[src/dcoc_pkg.sv]
// Purpose: Constants and types for the display clock output controller.
// Assumes: 8-bit internal register bus, one system clock.
// Notes: Source code and gating fields live in two byte registers.
//
// Behaviour
// - The 4-bit source code in bits 0 to 3 picks peripheral/64 (0110), peripheral/128 (0111) or subsystem clock (1000); other codes are prohibited.
// - The display clock runs only while clock_out_enable is 1 and pin_direction_bit is 0.
// - Reset clears the clock selection register to zero.
// - Reset sets every bit of the port mode register to one.
// - The clock selection register sits at FF40H and takes bit and byte writes.
// - Enabling or disabling never produces a shortened high or low pulse.
// - Output starts in the low phase and stops only after a full high level.
package dcoc_pkg;

    // ========================================
    // Register map
    localparam logic [15:0] DCOC_ADDR_SELECT = 16'hFF40;
    localparam logic [15:0] DCOC_ADDR_PORT14 = 16'hFF2E;
    localparam logic [7:0] DCOC_SELECT_RESET = 8'h00;
    localparam logic [7:0] DCOC_PORT14_RESET = 8'hFF;
    localparam logic [7:0] DCOC_SELECT_MASK = 8'h1F;

    // ========================================
    // Field positions
    localparam int DCOC_ENABLE_BIT = 4;
    localparam int DCOC_PIN_DIR_BIT = 0;

    // ========================================
    // Source codes
    localparam logic [3:0] DCOC_SRC_DIV64 = 4'h6;
    localparam logic [3:0] DCOC_SRC_DIV128 = 4'h7;
    localparam logic [3:0] DCOC_SRC_SUB = 4'h8;
    localparam int DCOC_DIV_WIDTH = 7;

    typedef struct packed {
        logic wr;
        logic rd;
        logic [15:0] addr;
        logic [7:0] wdata;
    } dcoc_bus_t;

    typedef enum logic [2:0] {
        DCOC_OFF = 3'b001,
        DCOC_RUN = 3'b010,
        DCOC_STOP = 3'b100
    } dcoc_state_t;

endpackage

[src/dcoc_sync.sv]
// Purpose: Two-flop synchroniser for the subsystem clock level.
// Assumes: Input is asynchronous to clk_sys.
// Notes: The first flop feeds only the second.
`timescale 1ns/10ps
`default_nettype none
module dcoc_sync (
    // Clock and reset
    input wire logic clk_sys,
    input wire logic reset,
    // Data
    input wire logic async_in,
    output logic sync_out
);
    logic meta_q;

    always_ff @(posedge clk_sys) begin
        if (reset) begin
            meta_q <= 1'b0;
            sync_out <= 1'b0;
        end else begin
            meta_q <= async_in;
            sync_out <= meta_q;
        end
    end
endmodule
`default_nettype wire

[src/dcoc_top.sv]
// Purpose: Display clock source select and glitch-free gating.
// Assumes: Peripheral clock is clk_sys; subsystem clock is an input level.
// Notes: The subsystem level is sampled, so it must be far below clk_sys.
`timescale 1ns/10ps
`default_nettype none
module dcoc_top (
    // Clock and reset
    input wire logic clk_sys,
    input wire logic reset,
    // Register bus
    input wire dcoc_pkg::dcoc_bus_t bus_in,
    output logic [7:0] bus_rdata,
    // Clock sources
    input wire logic subsystem_clock,
    // Display controller side
    output logic display_clock_output,
    output logic display_clock_active
);
    import dcoc_pkg::*;

    logic [7:0] display_clock_select_q;
    logic [7:0] port14_direction_q;
    logic [DCOC_DIV_WIDTH-1:0] div_q;
    logic sub_sync;
    logic src_level;
    logic src_level_q;
    logic gate_open;
    logic out_q;
    dcoc_state_t state_q;
    logic [3:0] src_code;
    logic clock_out_enable;
    logic pin_direction_bit;
    logic sel_hit;
    logic port_hit;

    // One decode serves the write and read paths of both registers.
    function automatic logic addr_hit(input logic [15:0] addr,
            input logic [15:0] base);
        return addr == base;
    endfunction

    assign src_code = display_clock_select_q[3:0];
    assign clock_out_enable = display_clock_select_q[DCOC_ENABLE_BIT];
    assign pin_direction_bit = port14_direction_q[DCOC_PIN_DIR_BIT];
    assign gate_open = clock_out_enable && !pin_direction_bit;
    assign sel_hit = addr_hit(bus_in.addr, DCOC_ADDR_SELECT);
    assign port_hit = addr_hit(bus_in.addr, DCOC_ADDR_PORT14);

    // ========================================
    // Registers
    // Both bit and byte writes arrive as whole-byte writes of the merged
    // value, so one write path serves both. Upper bits of the select register are forced to zero.
    always_ff @(posedge clk_sys) begin
        if (reset) begin
            display_clock_select_q <= DCOC_SELECT_RESET;
        end else if (bus_in.wr && sel_hit) begin
            // Bits 7 to 5 always read back as zero, whatever is written.
            display_clock_select_q <= bus_in.wdata & DCOC_SELECT_MASK;
        end
    end

    always_ff @(posedge clk_sys) begin
        if (reset) begin
            port14_direction_q <= DCOC_PORT14_RESET;
        end else if (bus_in.wr && port_hit) begin
            port14_direction_q <= bus_in.wdata;
        end
    end

    always_ff @(posedge clk_sys) begin
        if (reset) begin
            bus_rdata <= 8'h00;
        end else if (bus_in.rd) begin
            if (sel_hit) begin
                bus_rdata <= display_clock_select_q;
            end else if (port_hit) begin
                bus_rdata <= port14_direction_q;
            end else begin
                bus_rdata <= 8'h00;
            end
        end
    end

    // ========================================
    // Source generation
    always_ff @(posedge clk_sys) begin
        if (reset) begin
            div_q <= '0;
        end else begin
            div_q <= div_q + DCOC_DIV_WIDTH'(1);
        end
    end

    dcoc_sync u_sub_sync (
        .clk_sys(clk_sys),
        .reset(reset),
        .async_in(subsystem_clock),
        .sync_out(sub_sync)
    );

    // Prohibited codes select a constant low so nothing toggles.
    always_comb begin
        unique case (src_code)
            DCOC_SRC_DIV64: src_level = div_q[5];
            DCOC_SRC_DIV128: src_level = div_q[6];
            DCOC_SRC_SUB: src_level = sub_sync;
            default: src_level = 1'b0;
        endcase
    end

    always_ff @(posedge clk_sys) begin
        if (reset) begin
            src_level_q <= 1'b0;
        end else begin
            src_level_q <= src_level;
        end
    end

    // ========================================
    // Glitch-free gate
    // Start only in a low phase, stop only in a low phase of the source, so the last
    // high is always full length and no runt low appears at start.
    always_ff @(posedge clk_sys) begin
        if (reset) begin
            state_q <= DCOC_OFF;
        end else begin
            unique case (state_q)
                DCOC_OFF: begin
                    if (gate_open && !src_level) begin
                        state_q <= DCOC_RUN;
                    end
                end
                DCOC_RUN: begin
                    if (!gate_open) begin
                        state_q <= DCOC_STOP;
                    end
                end
                DCOC_STOP: begin
                    if (!src_level) begin
                        state_q <= gate_open ? DCOC_RUN : DCOC_OFF;
                    end
                end
                default: state_q <= DCOC_OFF;
            endcase
        end
    end

    always_ff @(posedge clk_sys) begin
        if (reset) begin
            out_q <= 1'b0;
        end else if (state_q == DCOC_OFF) begin
            out_q <= 1'b0;
        end else if (state_q == DCOC_STOP && !src_level) begin
            out_q <= 1'b0;
        end else begin
            out_q <= src_level;
        end
    end

    assign display_clock_output = out_q;
    assign display_clock_active = (state_q != DCOC_OFF);

endmodule
`default_nettype wire

[config.mk]
export PLATFORM = sky130hd
export DESIGN_NAME = dcoc_top
export DESIGN_NICKNAME = d
export VERILOG_FILES = /design/src/dcoc_pkg.sv /design/src/dcoc_sync.sv /design/src/dcoc_top.sv
export SDC_FILE = /design/constraint.sdc
export NUM_CORES = 1
export LEC_CHECK = 0
export ABC_AREA = 0
export BUFFER_PORTS_ARGS = -buffer_cell sky130_fd_sc_hd__buf_2
export CAP_MARGIN = 40
export CORE_MARGIN = 4
export CORE_UTILIZATION = 45
export CTS_CLUSTER_SIZE = 24
export DETAILED_ROUTE_END_ITERATION = 8
export PLACE_DENSITY = 0.69
export SLEW_MARGIN = 40
export SYNTH_ARGS = -nofsm -noshare
export SYNTH_HDL_FRONTEND = slang
export SYNTH_SLANG_ARGS = --single-unit
[constraint.sdc]
create_clock -name clk_sys -period 3.23 [get_ports clk_sys]
set_input_delay 0.323 -clock clk_sys [delete_from_list [all_inputs] [get_ports clk_sys]]
set_output_delay 0.323 -clock clk_sys [all_outputs]
set_load 0.01 [all_outputs]
# After elaboration in Yosys (flattened, before gate mapping)
# Index checks and enable logic that the tools add are counted.
[classes] mux=8 reduce_logical=9 add_sub_neg=1 eq_ne=12
[ops] operator="equality test 16 bit (second input constant)" count=2
[ops] operator="2-to-1 mux 8 bit" count=2
[ops] operator="2-to-1 mux 3 bit" count=3
[ops] operator="one-hot mux 3 bit (3 select lines)" count=1
[ops] operator="equality test 4 x 3 -> 1 bit (second input constant)" count=2
[ops] operator="adder 7 x 1 -> 7 bit (second input constant)" count=1
[ops] operator="inequality test 2 bit (second input constant)" count=3
[ops] operator="logical AND 1 bit" count=5
[ops] operator="equality test 4 bit (second input constant)" count=1
[ops] operator="equality test 3 x 1 -> 1 bit (second input constant)" count=1
[ops] operator="equality test 3 x 2 -> 1 bit (second input constant)" count=1
[ops] operator="equality test 3 bit (second input constant)" count=1
[ops] operator="inequality test 3 x 1 -> 1 bit (second input constant)" count=1
[ops] operator="one-hot mux 1 bit (3 select lines)" count=1
[ops] operator="AND reduction 3 bit" count=1
[ops] operator="OR reduction 3 bit" count=1
[ops] operator="zero test 1 bit" count=2
[ops] operator="2-to-1 mux 2 bit" count=1
[totals] out_inout_bits=10 ff_bits=34 elab_cells=38

# Depth between registers and ports, before layout
[logic_depth] depth_word=6 mapped_depth=5 mapped_depth_nobuf=5

# Hierarchy
# Synthesis repeated with hierarchy kept, for this count alone.
[hier_totals] cells_unflattened=185 hier_area_um2=1580.3
[by_module_without_submodules] mod="dcoc_top" area_each_um2=1527.7 n_inst=1 cells_each=181
[by_module_without_submodules] mod="dcoc_sync" area_each_um2=52.6 n_inst=1 cells_each=4

# Least setup slack after synthesis
# OpenSTA, ideal clock, no wires.
[synth_path] path_type="input to register" start="in bus_in[9] in the netlist's numbering" end="reg bus_rdata[1]" cell_stages=3 path_slack_ps=1726 arrival_ps=1361 required_time_ps=3087 setup_time_ps=143 path_cell_list="or4b_4 -> nor4_4 -> a221oi_1"
[synth_via] elab_chain_cells=3
[synth_rtl] element="from (decl)" line_no="dcoc_top.sv:11" source="input wire dcoc_pkg::dcoc_bus_t bus_in,"
[synth_rtl] element="equality test 16 bit" line_no="dcoc_top.sv:39" source="return addr == base;"
[synth_rtl] element="2-to-1 mux 8 bit" line_no="dcoc_top.sv:76" source="end else if (port_hit) begin"
[synth_rtl] element="2-to-1 mux 8 bit (*)" line_no="dcoc_top.sv:74" source="if (sel_hit) begin"
[synth_rtl] element="to (signal assigned)" line_no="dcoc_top.sv:75" source="bus_rdata <= display_clock_select_q;"
[synth_rtl] element="to (signal assigned)" line_no="dcoc_top.sv:77" source="bus_rdata <= port14_direction_q;"
[synth_rtl] element="to (decl)" line_no="dcoc_top.sv:12" source="output logic [7:0] bus_rdata,"
# Every way passes the cells marked *; elsewhere a longest branch is shown, timed or not.
# A chain may end at the register's enable or synchronous reset.

# Worst setup path in the final report
[layout_path] start="reg state_q[0]" end="out display_clock_active"
[layout_via] elab_chain_cells=1
[layout_rtl] element="from (decl)" line_no="dcoc_top.sv:29" source="dcoc_state_t state_q;"
[layout_rtl] element="from (signal assigned)" line_no="dcoc_top.sv:140" source="state_q <= gate_open ? DCOC_RUN : DCOC_OFF;"
[layout_rtl] element="inequality test 3 x 1 -> 1 bit" line_no="dcoc_top.sv:161" source="assign display_clock_active = (state_q != DCOC_OFF);"
[layout_rtl] element="to (decl)" line_no="dcoc_top.sv:17" source="output logic display_clock_active"
# Every way passes these cells.

==> flow_metrics.py <==
metrics = {
    "status": {
        "run_status": "finished clean",
    },
    "routing": {
        "postRouteAntennaNets": 0,
        "drc": 0,
        "routed_wl_um": 3560,
        "num_vias": 1489,
        "first_pass_iters": 4,
        "met1_length_um": 1720,
        "via_per_inst": 5.41,
        "drt_iter0_drc": 56,
        "dr_wl_met2_um": 1560,
        "wl_met3_um": 225,
        "wl_per_cell_um": 13.0,
        "highest_layer": "met4",
    },
    "power": {
        "power_density_nw_per_um2": 377,
        "peakVddDrop_mv": 0.249,
        "p_leak_nw": 0.737,
        "finalPower_mw": 0.716,
    },
    "global_routing": {
        "grt_pass1_vias": 1313,
        "antenna_found_initial": 0,
        "grt_max_degree": 27,
        "grtUsageTotal_pct": 16.5,
        "grt_pass1_wl_um": 5710,
        "grt-ovfl-total": 0,
    },
    "setup_path": {
        "cp_max_fo": 4,
        "cp.arrival_ps": 1260,
        "cpPeakStageDelay_ps": 370,
        "crit_path_cell_trace": "nor3b_1, inv_1, buf_2",
        "cp.required_ps": 2910,
        "crit_type": "reg2out",
        "cpLargestDelayFamily": "flip-flops",
        "slowest_stage": "dfxtp_1",
        "path_buf_inv": 2,
        "startpoint_type": "flop",
        "end_kind": "output port",
    },
    "final_layout": {
        "fillers": 331,
        "fin_nets": 258,
        "flow.area_growth_from_synthesis_pct": 17.0,
        "fin_util_pct": 55.6,
        "diodes": 0,
        "drive_gt1_share_pct": 24.0,
        "design_area_um2": 1900,
    },
    "floorplanning": {
        "die_h_um": 68.1,
        "fp.dieW_um": 68.1,
        "start_util_pct": 47.5,
        "die_area_um2": 4630,
        "fp.coreArea_um2": 3420,
        "rows": 21,
        "ios": 39,
    },
    "sta": {
        "hold_viol": 0,
        "finalCritPeriodShare_pct": 48.9,
        "timing.fmax_mhz": 633,
        "grt_setup_unrepaired": "false",
        "slew_headroom_pct": 57.3,
        "period_needed_ps": 1580,
        "fin_ws_ps": 1650,
        "worst_slew_pin_slew_ps": 639,
        "tns_ps": 0,
        "finClkSkew_ps": 8.60,
        "setup-violations-final": 0,
        "drv_slew": 0,
    },
    "cts": {
        "cts-buffers-inserted": 5,
        "numClockSinks": 34,
        "clock_latency_ps": 330,
        "htreeDepth": 2,
        "cts_tree": "done",
        "ctsLongestPathBuffers": 2,
        "cts_resized": 0,
        "ctsHoldBuffers": 0,
        "postCtsSetupBuffers": 0,
        "cts-root-buf": "clkbuf_4",
        "clk_pin_slew_ps": 90,
    },
    "placed_design": {
        "io_buffers": 38,
        "hpwl_um": 2630,
        "place_ws_ps": 1530,
        "place.gp.congestion": 0.750,
        "placed_area_um2": 1840,
    },
    "synthesis": {
        "syn-cell-area_um2": 1620,
        "synth.distinct_cells": 39,
        "synth_area_leaders": "dfxtp_1 42%, nand3_1 7.4%, a21oi_1 4.9%",
        "syn-mean-instance-area_um2": 8.50,
        "yosysTopAreaCell": "dfxtp_1",
        "synth.top_cell.area_share_pct": 41.9,
        "ys_seq_area_share_pct": 41.9,
        "yosysWarnings": 0,
        "ys_seq_elements": 34,
        "syn_nets": 221,
        "syn_inst": 191,
    },
    "hold_path": {
        "hold_path.class": "in2reg",
    },
    "job": {
        "cap_violations": 0,
    },
}
==> routing by layer <==
| metal | GRT usage, % | vias to the layer above |
|---|---|---|
| met5 | 0 | - |
| met4 | 5.21 | 0 |
| met3 | 5.42 | 5 |
| met2 | 24.4 | 44 |
| met1 | 22.5 | 670 |
| li1 | - | 770 |
==> cell families (layout without fill, tap and decap cells) <==
kind of cell	after synthesis	after routing	synth area share, %
adder cells (fa/ha/maj)	1	1	0.770
flip-flops	34	34	41.9
AO/OA/AOI/OAI	46	46	17.2
AND/OR/NAND/NOR	88	88	33.4
XOR/XNOR	5	5	2.70
buffers and inverters	17	55	4.01
==> area by class of cell <==
class                           instances  area, um2  share of cell area, %
Clock buffer                            7       55.1                   2.90
Inverter                                9       33.8                   1.78
Timing Repair Buffer                   38        190                   10.0
Multi-Input combinational cell        140        878                   46.2
Tap cell                               46       57.6                   3.03
Clock inverter                          1       5.00                  0.263
Sequential cell                        34        681                   35.8
==> cell usage in the layout (no fill, tap or decap), types with 2 or more instances in the layout <==
cell type	n
a21oi_1	16
a221oi_1	3
a221oi_2	2
and4_1	2
buf_2	38
clkbuf_4	5
dfxtp_1	34
inv_1	9
nand2_1	13
nand2b_1	2
nand3_1	24
nand4_1	5
nand4b_1	2
nor2_1	11
nor2b_1	5
nor3_1	7
nor3b_1	4
nor4_4	2
o21a_1	2
o21ai_0	9
o21ai_1	10
or2_2	2
xnor2_1	3
xor2_1	2
==> power breakdown <==
part,leakage [nW],total [mW],switching [mW],internal [mW]
sequential,0.275,0.426,0.00247,0.423
clock,0.0353,0.241,0.135,0.105
combinational,0.427,0.0495,0.0287,0.0208
total,0.737,0.716,0.167,0.549
==> path summary, 6_finish.rpt <==
path,start,endpoint,slack (ps),depth (start not counted)
min,subsystem_clock,u_sub_sync.meta_q,200,2
max reg2reg,display_clock_select_q[1],state_q[0],1890,4
min reg2reg,u_sub_sync.meta_q,u_sub_sync.sync_out,440,1
max,state_q[0],display_clock_active,1650,3
==> flip-flops by register name, summed over array words and instances, names as in the netlist <==
register / count
port14_direction_q: 8
display_clock_output: 1
div_q: 7
display_clock_select_q: 5
bus_rdata: 8
u_sub_sync.sync_out: 1
state_q: 3
u_sub_sync.meta_q: 1
==> through the flow <==
stage          instances  hold slack (ps)
6_report             275              204
5_1_grt              275              186
4_1_cts              275              184
3_5_place_dp         267              425
3_3_place_gp         267              419
2_1_floorplan        191              414
==> Yosys cell counts <==
cell type  count
o21a_1         2
nand4bb_1      1
a21oi_1       16
a211oi_1       1
a221oi_1       3
clkbuf_1       6
a221oi_2       2
or4b_1         1
nand3_1       24
and4_1         2
or3b_4         1
or2_1          1
o21ai_0        9
nand3b_1       1
or2_2          2
nand2b_1       2
o32a_1         1
inv_1          9
o221ai_1       1
o21ai_1       10
nor4_4         2
xor2_1         2
nand2_1       13
dfxtp_1       34
nor3b_1        4
a31oi_1        1
and4bb_2       1
buf_2          1
nor2_8         1
and4b_1        1
nand4b_1       2
nor3_1         7
nor2_1        11
or4b_4         1
nor2b_1        5
xnor2_1        3
ha_1           1
buf_1          1
nand4_1        5
(Power assumes the default switching activity.)
